--- config.mk ---
export PLATFORM = sky130hd
export DESIGN_NAME = i2cadc_slave
export DESIGN_NICKNAME = d
export VERILOG_FILES = /design/src/design/i2cadc_pkg.sv /design/src/design/i2cadc_slave.sv
export SDC_FILE = /design/constraint.sdc
export NUM_CORES = 1
export LEC_CHECK = 0
export ABC_AREA = 1
export BUFFER_PORTS_ARGS = -buffer_cell sky130_fd_sc_hd__buf_2
export CORE_ASPECT_RATIO = 1.5
export CORE_UTILIZATION = 30
export DETAILED_ROUTE_END_ITERATION = 10
export PLACE_DENSITY = 0.46
export SLEW_MARGIN = 20
export SYNTH_ARGS = -nofsm -noshare
export SYNTH_HDL_FRONTEND = slang
export SYNTH_SLANG_ARGS = --single-unit
--- constraint.sdc ---
create_clock -name clk_sys -period 4.4 [get_ports clk_sys]
set_clock_uncertainty 0.1 [all_clocks]
set_input_delay 0.88 -clock clk_sys [delete_from_list [all_inputs] [get_ports clk_sys]]
set_output_delay 0.88 -clock clk_sys [all_outputs]
set_load 0.02 [all_outputs]
--- src/design/i2cadc_pkg.sv ---
// Purpose: Shared constants and types for the serial ADC slave interface.
// Assumes: System clock of 100 MHz and a 4 MHz conversion tick.
// Notes: Shared widths, codes and counts live here; pin, synchroniser and counter widths are declared in the slave.
`default_nettype none
package i2cadc_pkg;
    // Fixed upper bits of the 7-bit slave address.
    localparam logic [2:0] ADDR_FIXED = 3'h3;
    // Upper five bits of the high-speed master code, low three are ignored.
    localparam logic [4:0] HS_CODE_TOP = 5'h01;
    // Number of data bits in one byte.
    localparam logic [3:0] BYTE_BITS = 4'h8;
    // Index of the last data bit in a byte, counted from zero.
    localparam logic [3:0] LAST_BIT = 4'h7;
    // Result width and trailing sub-bit count.
    localparam int RESULT_BITS = 14;
    localparam int SUB_BITS = 2;
    localparam int WORD_BITS = RESULT_BITS + SUB_BITS;
    // Depth of the result buffer.
    localparam int FIFO_DEPTH = 4;
    // Clock rates in Hz and the divider that makes the conversion tick.
    localparam int SYS_CLK_HZ = 100000000;
    localparam int OSC_HZ = 4000000;
    localparam int OSC_DIV = SYS_CLK_HZ / OSC_HZ;
    localparam logic [4:0] OSC_LAST = 5'(OSC_DIV - 1);
    localparam logic [4:0] OSC_ZERO = 5'h00;
    // First trial bit and last trial bit of the approximation.
    localparam logic [WORD_BITS-1:0] SAR_FIRST = 16'h8000;
    localparam logic [WORD_BITS-1:0] SAR_LAST = 16'h0001;
    localparam logic [WORD_BITS-1:0] WORD_ZERO = 16'h0000;

    // Protocol states, one-hot.
    typedef enum logic [5:0] {
        ST_IDLE = 6'h01,
        ST_ADDR = 6'h02,
        ST_ACK = 6'h04,
        ST_CONV = 6'h08,
        ST_SEND = 6'h10,
        ST_MACK = 6'h20
    } i2cadc_state_e;

    // One finished conversion: result followed by the two sub-bits.
    typedef struct packed {
        logic [RESULT_BITS-1:0] data;
        logic [SUB_BITS-1:0] sub;
    } i2cadc_result_s;

    // Synchronised view of the two bus lines.
    typedef struct packed {
        logic scl;
        logic sda;
    } i2cadc_bus_s;
endpackage : i2cadc_pkg
`default_nettype wire

--- src/design/i2cadc_slave.sv ---
// Purpose: Two-wire slave front end and conversion control of a serial ADC.
// Assumes: Bus lines, strap pins and comparator are asynchronous inputs.
// Notes: The analog comparator and trial code are ports; the SAR logic is here.
`timescale 1ns/10ps
`default_nettype none

// Small synchronous FIFO holding finished conversion words.
module i2cadc_fifo #(
    parameter int WIDTH = 16,
    parameter int DEPTH = 4
) (
    // Clock and reset.
    input wire logic clk_sys,
    input wire logic reset_n,
    // Filling side.
    input wire logic in_valid,
    output logic in_ready,
    input wire logic [WIDTH-1:0] in_data,
    // Draining side.
    output logic out_valid,
    input wire logic out_ready,
    output logic [WIDTH-1:0] out_data
);
    localparam int AW = $clog2(DEPTH);

    // Storage words.
    logic [WIDTH-1:0] mem [DEPTH];
    // Pointers carry one extra bit so full and empty differ.
    logic [AW:0] wr_ptr_ff;
    logic [AW:0] rd_ptr_ff;
    // Pointer comparisons decide full and empty honestly.
    wire ptr_same = wr_ptr_ff[AW-1:0] == rd_ptr_ff[AW-1:0];
    wire is_full = ptr_same && (wr_ptr_ff[AW] != rd_ptr_ff[AW]);
    wire is_empty = wr_ptr_ff == rd_ptr_ff;
    wire do_push = in_valid && !is_full;
    wire do_pop = out_ready && !is_empty;

    assign in_ready = !is_full;
    assign out_valid = !is_empty;
    assign out_data = mem[rd_ptr_ff[AW-1:0]];

    // The array has no reset; only the pointers need a defined value.
    always_ff @(posedge clk_sys) begin
        if (do_push) begin
            mem[wr_ptr_ff[AW-1:0]] <= in_data;
        end
    end

    // Pointers move on accepted pushes and pops.
    always_ff @(posedge clk_sys or negedge reset_n) begin
        if (!reset_n) begin
            wr_ptr_ff <= '0;
            rd_ptr_ff <= '0;
        end else begin
            wr_ptr_ff <= wr_ptr_ff + (do_push ? 1'b1 : 1'b0);
            rd_ptr_ff <= rd_ptr_ff + (do_pop ? 1'b1 : 1'b0);
        end
    end
endmodule : i2cadc_fifo

// Top of the slave: bus engine, conversion engine and power control.
module i2cadc_slave
    import i2cadc_pkg::*;
(
    // Clock and reset.
    input wire logic clk_sys,
    input wire logic reset_n,
    // Serial clock line; enable is low while the line is held low.
    input wire logic scl_i,
    output logic scl_o,
    output logic scl_oe_n,
    // Serial data line; enable is low while the line is driven.
    input wire logic sda_i,
    output logic sda_o,
    output logic sda_oe_n,
    // Strap and analog-side inputs.
    input wire logic [3:0] address_select_pins,
    input wire logic reference_adjust_pin,
    input wire logic comp_above_i,
    // Analog-side controls and status.
    output logic track_hold,
    output logic [WORD_BITS-1:0] dac_code,
    output logic adc_power,
    output logic ref_enable,
    output logic hs_mode
);
    // Two-stage synchronisers; stage one is read only by stage two.
    logic [1:0] scl_sync_ff;
    logic [1:0] sda_sync_ff;
    logic [1:0] comp_sync_ff;
    logic [1:0] ext_sync_ff;
    logic [3:0] strap_meta_ff;
    logic [3:0] strap_ff;
    // Previous synchronised bus levels for edge finding.
    i2cadc_bus_s bus_prev_ff;
    i2cadc_bus_s bus_now;

    // Protocol engine state.
    i2cadc_state_e state_ff;
    i2cadc_state_e nxt_state;
    logic [3:0] bitcnt_ff;
    logic [7:0] shift_in_ff;
    logic [WORD_BITS-1:0] shift_out_ff;
    logic byte1_ff;
    logic matched_ff;
    logic rw_ff;
    logic master_ack_ff;
    // Registered outputs.
    logic sda_oe_n_ff;
    logic scl_oe_n_ff;
    logic track_ff;
    logic hs_mode_ff;
    logic ref_enable_ff;
    logic adc_power_ff;
    // Conversion engine.
    logic [4:0] osc_cnt_ff;
    logic sar_busy_ff;
    logic sar_done_ff;
    logic [WORD_BITS-1:0] sar_mask_ff;
    logic [WORD_BITS-1:0] dac_code_ff;
    // FIFO handshake.
    logic fifo_in_ready;
    logic fifo_out_valid;
    i2cadc_result_s fifo_out_data;

    assign bus_now = '{scl: scl_sync_ff[1], sda: sda_sync_ff[1]};

    // Bus conditions, all taken from synchronised levels.
    wire scl_rise = bus_now.scl && !bus_prev_ff.scl;
    wire scl_fall = !bus_now.scl && bus_prev_ff.scl;
    wire scl_high = bus_now.scl && bus_prev_ff.scl;
    wire start_det = scl_high && bus_prev_ff.sda && !bus_now.sda;
    wire stop_det = scl_high && !bus_prev_ff.sda && bus_now.sda;
    wire ext_ref = ext_sync_ff[1];
    wire comp_above = comp_sync_ff[1];

    // Address decode on the completed byte.
    wire addr_hit = (shift_in_ff[7:5] == ADDR_FIXED) && (shift_in_ff[4:1] == strap_ff);
    wire hs_hit = shift_in_ff[7:3] == HS_CODE_TOP;
    wire byte_done = (state_ff == ST_ADDR) && scl_fall && (bitcnt_ff == BYTE_BITS);
    wire state_change = nxt_state != state_ff;
    wire conv_start = (nxt_state == ST_CONV) && state_change;
    wire ack_slot_end = (state_ff == ST_ACK) && scl_fall;
    wire mack_end = (state_ff == ST_MACK) && scl_fall;
    wire load_word = (state_ff == ST_CONV) && fifo_out_valid;
    wire osc_tick = osc_cnt_ff == OSC_LAST;
    wire sar_push = sar_done_ff && fifo_in_ready;
    // Trial code for the next step: keep or drop this bit, try the next.
    wire [WORD_BITS-1:0] sar_keep = comp_above ? dac_code_ff : (dac_code_ff & ~sar_mask_ff);
    wire [WORD_BITS-1:0] nxt_dac = sar_keep | (sar_mask_ff >> 1);

    // Pin drive wishes, registered below so outputs come from flops.
    wire drive_ack = (state_ff == ST_ACK) && matched_ff;
    wire drive_zero = (state_ff == ST_SEND) && !shift_out_ff[WORD_BITS-1];
    wire hold_scl = state_ff == ST_CONV;
    // Acquisition window: last two clocks of a byte that leads into conversion.
    wire track_addr = ((state_ff == ST_ADDR) && (bitcnt_ff >= LAST_BIT)) || drive_ack;
    wire track_read = byte1_ff && (((state_ff == ST_SEND) && (bitcnt_ff == LAST_BIT))
        || (state_ff == ST_MACK));

    // Synchronisers for the bus lines, the comparator and the reference pin.
    always_ff @(posedge clk_sys or negedge reset_n) begin
        if (!reset_n) begin
            scl_sync_ff <= 2'h3;
            sda_sync_ff <= 2'h3;
            comp_sync_ff <= 2'h0;
            ext_sync_ff <= 2'h0;
        end else begin
            scl_sync_ff <= {scl_sync_ff[0], scl_i};
            sda_sync_ff <= {sda_sync_ff[0], sda_i};
            comp_sync_ff <= {comp_sync_ff[0], comp_above_i};
            ext_sync_ff <= {ext_sync_ff[0], reference_adjust_pin};
        end
    end

    // Strap pins are levels; two flops settle them before the decode.
    always_ff @(posedge clk_sys or negedge reset_n) begin
        if (!reset_n) begin
            strap_meta_ff <= 4'h0;
            strap_ff <= 4'h0;
        end else begin
            strap_meta_ff <= address_select_pins;
            strap_ff <= strap_meta_ff;
        end
    end

    // Protocol next state; STOP and START override anything in progress.
    always_comb begin
        nxt_state = state_ff;
        if (stop_det) begin
            nxt_state = ST_IDLE;
        end else if (start_det) begin
            nxt_state = ST_ADDR;
        end else begin
            case (state_ff)
                ST_IDLE: begin
                    nxt_state = ST_IDLE;
                end
                ST_ADDR: begin
                    // A foreign byte drops back to idle without touching the bus.
                    if (byte_done) begin
                        nxt_state = (addr_hit || hs_hit) ? ST_ACK : ST_IDLE;
                    end
                end
                ST_ACK: begin
                    // The high-speed code ends here; a match goes on to convert.
                    if (scl_fall) begin
                        nxt_state = matched_ff ? ST_CONV : ST_IDLE;
                    end
                end
                ST_CONV: begin
                    if (fifo_out_valid) begin
                        nxt_state = ST_SEND;
                    end
                end
                ST_SEND: begin
                    if (scl_fall && (bitcnt_ff == LAST_BIT)) begin
                        nxt_state = ST_MACK;
                    end
                end
                ST_MACK: begin
                    // Acknowledge after the second byte starts the next sample.
                    if (scl_fall) begin
                        nxt_state = !master_ack_ff ? ST_IDLE : (byte1_ff ? ST_CONV : ST_SEND);
                    end
                end
                default: begin
                    nxt_state = ST_IDLE;
                end
            endcase
        end
    end

    // State register and bit counter.
    always_ff @(posedge clk_sys or negedge reset_n) begin
        if (!reset_n) begin
            state_ff <= ST_IDLE;
            bitcnt_ff <= 4'h0;
        end else begin
            state_ff <= nxt_state;
            if (state_change || start_det) begin
                bitcnt_ff <= 4'h0;
            end else if (((state_ff == ST_ADDR) && scl_rise) || ((state_ff == ST_SEND) && scl_fall)) begin
                bitcnt_ff <= bitcnt_ff + 4'h1;
            end
        end
    end

    // Address byte capture on rising edges; decision flags at byte end.
    always_ff @(posedge clk_sys or negedge reset_n) begin
        if (!reset_n) begin
            shift_in_ff <= 8'h00;
            matched_ff <= 1'b0;
            rw_ff <= 1'b1;
        end else begin
            if ((state_ff == ST_ADDR) && scl_rise) begin
                shift_in_ff <= {shift_in_ff[6:0], bus_now.sda};
            end
            if (byte_done) begin
                matched_ff <= addr_hit;
            end
            if (byte_done && addr_hit) begin
                rw_ff <= shift_in_ff[0];
            end
        end
    end

    // Result shifter: loaded from the FIFO, shifted on falling edges.
    always_ff @(posedge clk_sys or negedge reset_n) begin
        if (!reset_n) begin
            shift_out_ff <= WORD_ZERO;
            byte1_ff <= 1'b0;
            master_ack_ff <= 1'b0;
        end else begin
            if (load_word) begin
                shift_out_ff <= fifo_out_data;
                byte1_ff <= 1'b0;
            end else if ((state_ff == ST_SEND) && scl_fall) begin
                shift_out_ff <= {shift_out_ff[WORD_BITS-2:0], 1'b0};
            end else if (mack_end && master_ack_ff) begin
                byte1_ff <= !byte1_ff;
            end
            if ((state_ff == ST_MACK) && scl_rise) begin
                master_ack_ff <= !bus_now.sda;
            end
        end
    end

    // Registered pin drive; a released line has its enable high.
    always_ff @(posedge clk_sys or negedge reset_n) begin
        if (!reset_n) begin
            sda_oe_n_ff <= 1'b1;
            scl_oe_n_ff <= 1'b1;
            track_ff <= 1'b0;
        end else begin
            sda_oe_n_ff <= !(drive_ack || drive_zero);
            scl_oe_n_ff <= !hold_scl;
            track_ff <= track_addr || track_read;
        end
    end

    // Timing mode: fast/standard after reset and after any STOP.
    always_ff @(posedge clk_sys or negedge reset_n) begin
        if (!reset_n) begin
            hs_mode_ff <= 1'b0;
        end else if (stop_det) begin
            hs_mode_ff <= 1'b0;
        end else if (ack_slot_end && !matched_ff) begin
            hs_mode_ff <= 1'b1;
        end
    end

    // Reference power; external reference mode keeps it off while the pin stays high.
    always_ff @(posedge clk_sys or negedge reset_n) begin
        if (!reset_n) begin
            ref_enable_ff <= 1'b0;
        end else if (ext_ref) begin
            ref_enable_ff <= 1'b0;
        end else if (ack_slot_end && matched_ff) begin
            ref_enable_ff <= 1'b1;
        end else if (mack_end && !master_ack_ff && !rw_ff) begin
            ref_enable_ff <= 1'b0;
        end
    end

    // Converter power follows a conversion from start to result push.
    always_ff @(posedge clk_sys or negedge reset_n) begin
        if (!reset_n) begin
            adc_power_ff <= 1'b0;
        end else if (conv_start) begin
            adc_power_ff <= 1'b1;
        end else if (sar_push) begin
            adc_power_ff <= 1'b0;
        end
    end

    // Free-running divider that stands in for the internal oscillator.
    always_ff @(posedge clk_sys or negedge reset_n) begin
        if (!reset_n) begin
            osc_cnt_ff <= OSC_ZERO;
        end else begin
            osc_cnt_ff <= osc_tick ? OSC_ZERO : osc_cnt_ff + 5'h01;
        end
    end

    // Successive approximation, one bit per oscillator tick.
    // A full FIFO holds the finished word here, and converter power stays on until it is pushed.
    always_ff @(posedge clk_sys or negedge reset_n) begin
        if (!reset_n) begin
            sar_busy_ff <= 1'b0;
            sar_done_ff <= 1'b0;
            sar_mask_ff <= WORD_ZERO;
            dac_code_ff <= WORD_ZERO;
        end else if (conv_start) begin
            sar_busy_ff <= 1'b1;
            sar_done_ff <= 1'b0;
            sar_mask_ff <= SAR_FIRST;
            dac_code_ff <= SAR_FIRST;
        end else if (sar_busy_ff && osc_tick) begin
            dac_code_ff <= nxt_dac;
            sar_mask_ff <= sar_mask_ff >> 1;
            sar_busy_ff <= sar_mask_ff != SAR_LAST;
            sar_done_ff <= sar_mask_ff == SAR_LAST;
        end else if (sar_push) begin
            sar_done_ff <= 1'b0;
        end
    end

    // Result buffer between the converter and the bus shifter.
    i2cadc_fifo #(
        .WIDTH(WORD_BITS),
        .DEPTH(FIFO_DEPTH)
    ) u_fifo (
        .clk_sys(clk_sys),
        .reset_n(reset_n),
        .in_valid(sar_done_ff),
        .in_ready(fifo_in_ready),
        .in_data(dac_code_ff),
        .out_valid(fifo_out_valid),
        .out_ready(state_ff == ST_CONV),
        .out_data(fifo_out_data)
    );

    // Edge history of the bus lines.
    always_ff @(posedge clk_sys or negedge reset_n) begin
        if (!reset_n) begin
            bus_prev_ff <= '{scl: 1'b1, sda: 1'b1};
        end else begin
            bus_prev_ff <= bus_now;
        end
    end

    // Output mapping; the data and clock drive levels are always low.
    assign sda_o = 1'b0;
    assign scl_o = 1'b0;
    assign sda_oe_n = sda_oe_n_ff;
    assign scl_oe_n = scl_oe_n_ff;
    assign track_hold = track_ff;
    assign dac_code = dac_code_ff;
    assign adc_power = adc_power_ff;
    assign ref_enable = ref_enable_ff;
    assign hs_mode = hs_mode_ff;

    // Checks on the behaviour above.
    a_idle_passive: assert property (@(posedge clk_sys) disable iff (!reset_n)
        (state_ff == ST_IDLE) && $past(state_ff == ST_IDLE) |-> sda_oe_n_ff && scl_oe_n_ff)
        else $error("Device drives the bus while idle.");
    a_addr_ack_low: assert property (@(posedge clk_sys) disable iff (!reset_n)
        (state_ff == ST_ACK) && matched_ff |=> !sda_oe_n_ff)
        else $error("Matching address not acknowledged.");
    a_hs_code_nack: assert property (@(posedge clk_sys) disable iff (!reset_n)
        (state_ff == ST_ACK) && !matched_ff && scl_fall |=> sda_oe_n_ff && hs_mode_ff)
        else $error("High-speed code not handled with not-acknowledge.");
    a_conv_stretch: assert property (@(posedge clk_sys) disable iff (!reset_n)
        (state_ff == ST_CONV) ##1 (state_ff == ST_CONV) |-> !scl_oe_n_ff)
        else $error("Clock released during conversion.");
    a_stop_fs_mode: assert property (@(posedge clk_sys) disable iff (!reset_n)
        stop_det |=> !hs_mode_ff && (state_ff == ST_IDLE))
        else $error("STOP did not restore fast/standard mode.");
    a_addr_starts_conv: assert property (@(posedge clk_sys) disable iff (!reset_n)
        (state_ff == ST_ACK) && matched_ff && scl_fall |=> sar_busy_ff && adc_power_ff)
        else $error("Good address did not start a conversion.");
    a_osc_spacing: assert property (@(posedge clk_sys) disable iff (!reset_n)
        osc_tick |=> !osc_tick [*8])
        else $error("Conversion tick spacing too short.");
    a_track_before: assert property (@(posedge clk_sys) disable iff (!reset_n)
        (state_ff == ST_ACK) && matched_ff ##1 (state_ff == ST_ACK) |-> track_ff)
        else $error("No tracking before conversion.");
    a_ref_nack_off: assert property (@(posedge clk_sys) disable iff (!reset_n)
        mack_end && !master_ack_ff && !rw_ff |=> !ref_enable_ff)
        else $error("Reference not shut down on not-acknowledge.");
    a_nack_ends: assert property (@(posedge clk_sys) disable iff (!reset_n)
        mack_end && !master_ack_ff && !stop_det && !start_det |=> state_ff == ST_IDLE ##1 sda_oe_n_ff)
        else $error("Not-acknowledge did not end the transfer.");
    a_foreign_addr: assert property (@(posedge clk_sys) disable iff (!reset_n)
        byte_done && !addr_hit && !hs_hit |=> (state_ff == ST_IDLE) && !sar_busy_ff ##1 sda_oe_n_ff)
        else $error("Foreign address was answered.");
endmodule : i2cadc_slave
`default_nettype wire
# Word-level counts from Yosys, hierarchy flattened
# Memory sizes are Yosys's and may differ from the RTL's.
# Cells that the tools add are included.
[word_totals] word_cells=158 input_bits=10 ff_bits=107 mem_count=1 ramBits=64
[memory_table] name="u_fifo.mem" words=4 width=16 rd=1 rd_clocked_by_memory_dff=0 wr=1 line="i2cadc_slave.sv:27" source="logic [WIDTH-1:0] mem [DEPTH];"
[classes] n_bitwise=3 n_mux=40 n_lt_le_gt_ge=1 eq_ne=19 n_reduce_logical=61 addsub=4
[op_table] op="2-to-1 mux 16 bit" n=7
[op_table] op="2-to-1 mux 6 bit" n=7
[op_table] op="logical AND 1 bit" n=32
[op_table] op="one-hot mux 6 bit (5 select lines)" n=1
[op_table] op="2-to-1 mux 1 bit" n=18
[op_table] op="bitwise AND 16 bit" n=1
[op_table] op="== test 16 x 1 -> 1 bit (second input constant)" n=1
[op_table] op="!= test 16 x 1 -> 1 bit (second input constant)" n=1
[op_table] op="inverter 16 bit" n=1
[op_table] op="bitwise OR 16 x 15 -> 16 bit" n=1
[op_table] op="2-to-1 mux 5 bit" n=3
[op_table] op="logical NOT 1 bit" n=13
[op_table] op="== test 6 x 4 -> 1 bit (second input constant)" n=2
[op_table] op="2-to-1 mux 4 bit" n=3
[op_table] op="nonzero test 2 bit" n=6
[op_table] op="logical OR 1 bit" n=7
[op_table] op="adder 3 bit" n=2
[op_table] op="== test 6 x 2 -> 1 bit (second input constant)" n=1
[op_table] op="== test 6 x 3 -> 1 bit (second input constant)" n=1
[op_table] op="== test 6 x 5 -> 1 bit (second input constant)" n=1
[op_table] op="== test 6 bit (second input constant)" n=1
[op_table] op="!= test 6 bit" n=1
[op_table] op="nonzero test 3 bit" n=2
[op_table] op="adder 5 x 1 -> 5 bit (second input constant)" n=1
[op_table] op="14 further kinds" n=14

# Depth between registers and ports, before layout
[depth] depth_word=11 mapped_depth=15 depth_no_buf=15

# Cells and area by module
# A second synthesis with hierarchy kept.
[hier_totals] hier_cells=734 area_unflattened_um2=7358.3
[by_module_without_submodules] mod="i2cadc_slave" cells_per_inst=539 seq_area_each_um2=2539.9 area_each_um2=4638.2 n_inst=1
[by_module_without_submodules] mod="i2cadc_fifo" cells_per_inst=195 seq_area_each_um2=2072.0 area_each_um2=2720.1 n_inst=1

# Worst setup path before layout
# Ideal clock, no wire load.
[synth_timing] path_type="register to register" startpoint="register u_fifo.rd_ptr_ff[0]" endpoint="memory u_fifo.mem[2][0] (enable)" required_ns=3.891 period_less_slack_ns=2.618 path_slack_ns=1.782 path_stages_with_launch=8 arrival_time_ns=2.109 n_path_buf=1 cell_sequence="dfrtp_1 -> buf_2 -> inv_1 -> nand2_1 -> nand2_1 -> or3_1 -> nand2_1 -> nor3_1"
[synth_via] elab_chain_cells=6
[synth_rtl] item="start: declaration" line="i2cadc_slave.sv:30" source="logic [AW:0] rd_ptr_ff;"
[synth_rtl] item="start signal: assignment" line="i2cadc_slave.sv:56" source="rd_ptr_ff <= rd_ptr_ff + (do_pop ? 1'b1 : 1'b0);"
[synth_rtl] item="== test 2 bit" line="i2cadc_slave.sv:32" source="wire ptr_same = wr_ptr_ff[AW-1:0] == rd_ptr_ff[AW-1:0];"
[synth_rtl] item="logical AND 1 bit" line="i2cadc_slave.sv:33" source="wire is_full = ptr_same && (wr_ptr_ff[AW] != rd_ptr_ff[AW]);"
[synth_rtl] item="logical NOT 1 bit" line="i2cadc_slave.sv:35" source="wire do_push = in_valid && !is_full;"
[synth_rtl] item="logical AND 1 bit" line="i2cadc_slave.sv:35"
[synth_rtl] item="2-to-1 mux 1 bit" line="i2cadc_slave.sv:44" source="if (do_push) begin"
[synth_rtl] item="2-to-1 mux 1 bit (implied by the code)" line="i2cadc_slave.sv:45" source="mem[wr_ptr_ff[AW-1:0]] <= in_data;"
[synth_rtl] item="end: declaration" line="i2cadc_slave.sv:27"
# No other way between the ends.

# Final worst setup path
[layout_timing] startpoint="register u_fifo.rd_ptr_ff[1]" endpoint="register u_fifo.wr_ptr_ff[2]"
[layout_via] elab_chain_cells=6
[layout_rtl] item="== test 2 bit" line="i2cadc_slave.sv:32"
[layout_rtl] item="logical AND 1 bit" line="i2cadc_slave.sv:33"
[layout_rtl] item="logical NOT 1 bit" line="i2cadc_slave.sv:35"
[layout_rtl] item="logical AND 1 bit" line="i2cadc_slave.sv:35"
[layout_rtl] item="2-to-1 mux 1 bit" line="i2cadc_slave.sv:55" source="wr_ptr_ff <= wr_ptr_ff + (do_push ? 1'b1 : 1'b0);"
[layout_rtl] item="adder 3 bit" line="i2cadc_slave.sv:55"
[layout_rtl] item="end signal: assignment" line="i2cadc_slave.sv:55"
[layout_rtl] item="end: declaration" line="i2cadc_slave.sv:29" source="logic [AW:0] wr_ptr_ff;"
# No other way between the ends.
# A chain may end at the register's enable or synchronous reset.

==> results.sh <==
export IMPL_status="completed"
export IMPL_slowest_stage="dfrtp_1"
export IMPL_fillerInstances=2399
export IMPL_nNetsFinal=758
export IMPL_yosysTopAreaCell="dfrtp_1"
export IMPL_diodes=0
export IMPL_synth_edf_count=64
export IMPL_cts_buffers_inserted=17
export IMPL_fp_row_count=69
export IMPL_path_delay_family="simple AND/OR/NAND/NOR gates"
export IMPL_final_cells=1072
export IMPL_via_count=4937
export IMPL_endpoint_kind="register"
export IMPL_cts_sinks=171
export IMPL_dp_cells=1040
export IMPL_ctsHoldBuffers=0
export IMPL_wl_mm=15.7
export IMPL_drv_slew=0
export IMPL_async_reset_ff_share_pct=62.6
export IMPL_min_period_ns=2.74
export IMPL_grt_setup_unrepaired="no"
export IMPL_slowest_delay_ns=0.76
export IMPL_critPathMaxFanout=19
export IMPL_crit_buf_inv=2
export IMPL_vias_per_cell=4.61
export IMPL_power_leakage_nw=3.65
export IMPL_dr_pass1_iters=4
export IMPL_final_setup_worst_slack_ns=1.66
export IMPL_crit_arrival_ns=2.95
export IMPL_fin_crit_sh_pct=62.2
export IMPL_clockBufferDepth=2
export IMPL_antenna_found_initial=0
export IMPL_drt_iter0_markers=212
export IMPL_place_ws_ns=1.61
export IMPL_die_h_um=192
export IMPL_hold_viol=0
export IMPL_hold_class="register to register"
export IMPL_ant_nets=0
export IMPL_grt_pass1_vias=5273
export IMPL_maxCapViolations=0
export IMPL_final_cell_mix="107 x nand2_1, 104 x inv_1, 97 x dfrtp_1, 80 x nor2_1, 64 x edfxtp_1"
export IMPL_grt_max_degree=69
export IMPL_setup_viol=0
export IMPL_max_freq_mhz=365
export IMPL_crit_path_start_kind="register"
export IMPL_setup_worst_path_class="register to register"
export IMPL_ctsResizeCount=0
export IMPL_clock_latency_ns=0.43
export IMPL_syn_area_um2=7250
export IMPL_relSlewSlack_pct=39.6
export IMPL_final_common_cell="nand2_1"
export IMPL_overflow=0
export IMPL_dp_hpwl_mm=11.1
export IMPL_place_gp_congestion=0.787
export IMPL_clk_pin_slew_ns=0.06
export IMPL_power_density_nw_per_um2=378
export IMPL_drc=0
export IMPL_syn_inst=703
export IMPL_grt_total_usage_pct=13.9
export IMPL_h_tree_depth=4
export IMPL_holdWs_ns=0.251
export IMPL_core_um2=23700
export IMPL_yosys_warnings=0
export IMPL_synthToLayoutAreaGrowth_pct=15.2
export IMPL_post_cts_setup_buffers=0
export IMPL_cp_required_ns=4.61
export IMPL_grt_pass1_wl_mm=26.3
export IMPL_layout_drive_gt1_share_pct=16.6
export IMPL_avgRoutedWirePerCell_um=14.6
export IMPL_ioPinCount=34
export IMPL_start_util_pct=30.5
export IMPL_yosysTopAreaCellShare_pct=33.5
export IMPL_ir_drop_v=0.000265
export IMPL_worst_pin_slew_ns=0.906
export IMPL_synthDistinctLibCells=46
export IMPL_die_x_um=129
export IMPL_setup_tns_ns=0
export IMPL_synth_ff_type="dfrtp_1"
export IMPL_synth_avg_cell_area_um2=10.3
export IMPL_synth_area_leaders="dfrtp_1 33%, edfxtp_1 27%, nand2_1 5.5%"
export IMPL_path_cells="inv_2 > nand2_2 > nand2_2 > or3_1 > nand2_1 > inv_1 > ha_1 > ha_1 > xor2_1"
export IMPL_ys_ff_latch=171
export IMPL_port_buffer_count=31
export IMPL_cts_root_buf="clkbuf_16"
export IMPL_seq_area_frac_synth_pct=63.6
export IMPL_die_area_um2=24800
export IMPL_cts_tree="done"
==> synth_stat cells (2+ instances only) <==
cell      number
nand2_1      107
inv_1        104
dfrtp_1       97
nor2_1        80
edfxtp_1      64
o21ai_0       52
o22ai_1       31
nand3_1       14
o221ai_1      14
a21oi_1       11
clkbuf_1      11
inv_2         11
dfstp_2       10
ha_1           8
nand3_2        8
nand2_2        7
nor3_1         7
o21ai_1        7
xor2_1         7
buf_2          6
nand4_1        5
nor2_2         5
nor2_4         4
nor4_1         4
buf_4          3
nor3_2         3
o211ai_1       3
xnor2_1        2
==> cells by family after synthesis <==
group / share of synthesized area (%)
simple gates: 15.4
flops: 63.6
buf+inv: 7.51
compound gates: 10.8
xor+xnor: 1.09
fa+ha+maj: 1.38
other cells: 0.0517
mux: 0.155
==> registers in the layout, summed over array words and instances, names as in the netlist, 4 cells and up <==
name / cells
strap_ff: 4
state_ff: 6
shift_out_ff: 16
u_fifo.mem: 64
strap_meta_ff: 4
osc_cnt_ff: 5
shift_in_ff: 8
dac_code: 16
bitcnt_ff: 4
sar_mask_ff: 16
==> final cells by class <==
type	instances	area (µm²)	area share, %
clock buffers	17	425	5.09
clock inverters	15	146	1.75
inverters	116	435	5.21
multi-input cells	395	2120	25.3
flip-flops and latches	171	4610	55.2
well taps	319	399	4.78
repair buffers	39	218	2.61
==> power by group <==
| group | internal (W) | leakage [nW] | switching [W] |
|---|---|---|---|
| clock | 0.000833 | 0.276 | 0.000619 |
| combinational | 0.00000983 | 1.51 | 0.0000345 |
| sequential | 0.00166 | 1.86 | 0.00000814 |
| total | 0.00250 | 3.65 | 0.000662 |
==> worst reg2reg max path, cell delays in order, from the launching register on <==
cell and delay, ns:
dfrtp_1 0.76, inv_2 0.31, nand2_2 0.13, nand2_2 0.06, or3_1 0.37, nand2_1 0.24
inv_1 0.14, ha_1 0.20, ha_1 0.18, xor2_1 0.14
==> layer usage <==
metal / up-vias / track usage (%) / wire length [µm]
li1: 2394 / - / -
met1: 2432 / 15.2 / 6410
met2: 88 / 25.6 / 8550
met3: 23 / 3.05 / 458
met4: 0 / 6.20 / 289
met5: - / 0 / 0
==> through the flow <==
stage                     power (W)  instance area, µm²  util, %
after floorplan             0.00171                7250        -
after global placement      0.00174                7780     32.8
after detailed placement    0.00174                7780     32.8
after CTS                   0.00322                8350     35.2
after global routing        0.00329                8350     35.2
final                       0.00316                8350     35.2
==> path summary, 6_finish.rpt <==
| check | startpoint | end | slack [ns] | cells after the start |
|---|---|---|---|---|
| max in group asynchronous | reset_n | dac_code[1]$_DFFE_PN0P_ | 2.85 | 2 |
| setup reg to reg | u_fifo.rd_ptr_ff[1]$_DFF_PN0_ | u_fifo.wr_ptr_ff[2]$_DFF_PN0_ | 1.66 | 9 |
| hold / removal | comp_sync_ff[0]$_DFF_PN0_ | comp_sync_ff[1]$_DFF_PN0_ | 0.25 | 0 |
| setup / recovery | u_fifo.rd_ptr_ff[1]$_DFF_PN0_ | u_fifo.wr_ptr_ff[2]$_DFF_PN0_ | 1.66 | 9 |
| hold reg to reg | comp_sync_ff[0]$_DFF_PN0_ | comp_sync_ff[1]$_DFF_PN0_ | 0.25 | 0 |
| min in group asynchronous | reset_n | hs_mode$_DFFE_PN0P_ | 0.49 | 1 |
Power figures use the tool's default switching activity.
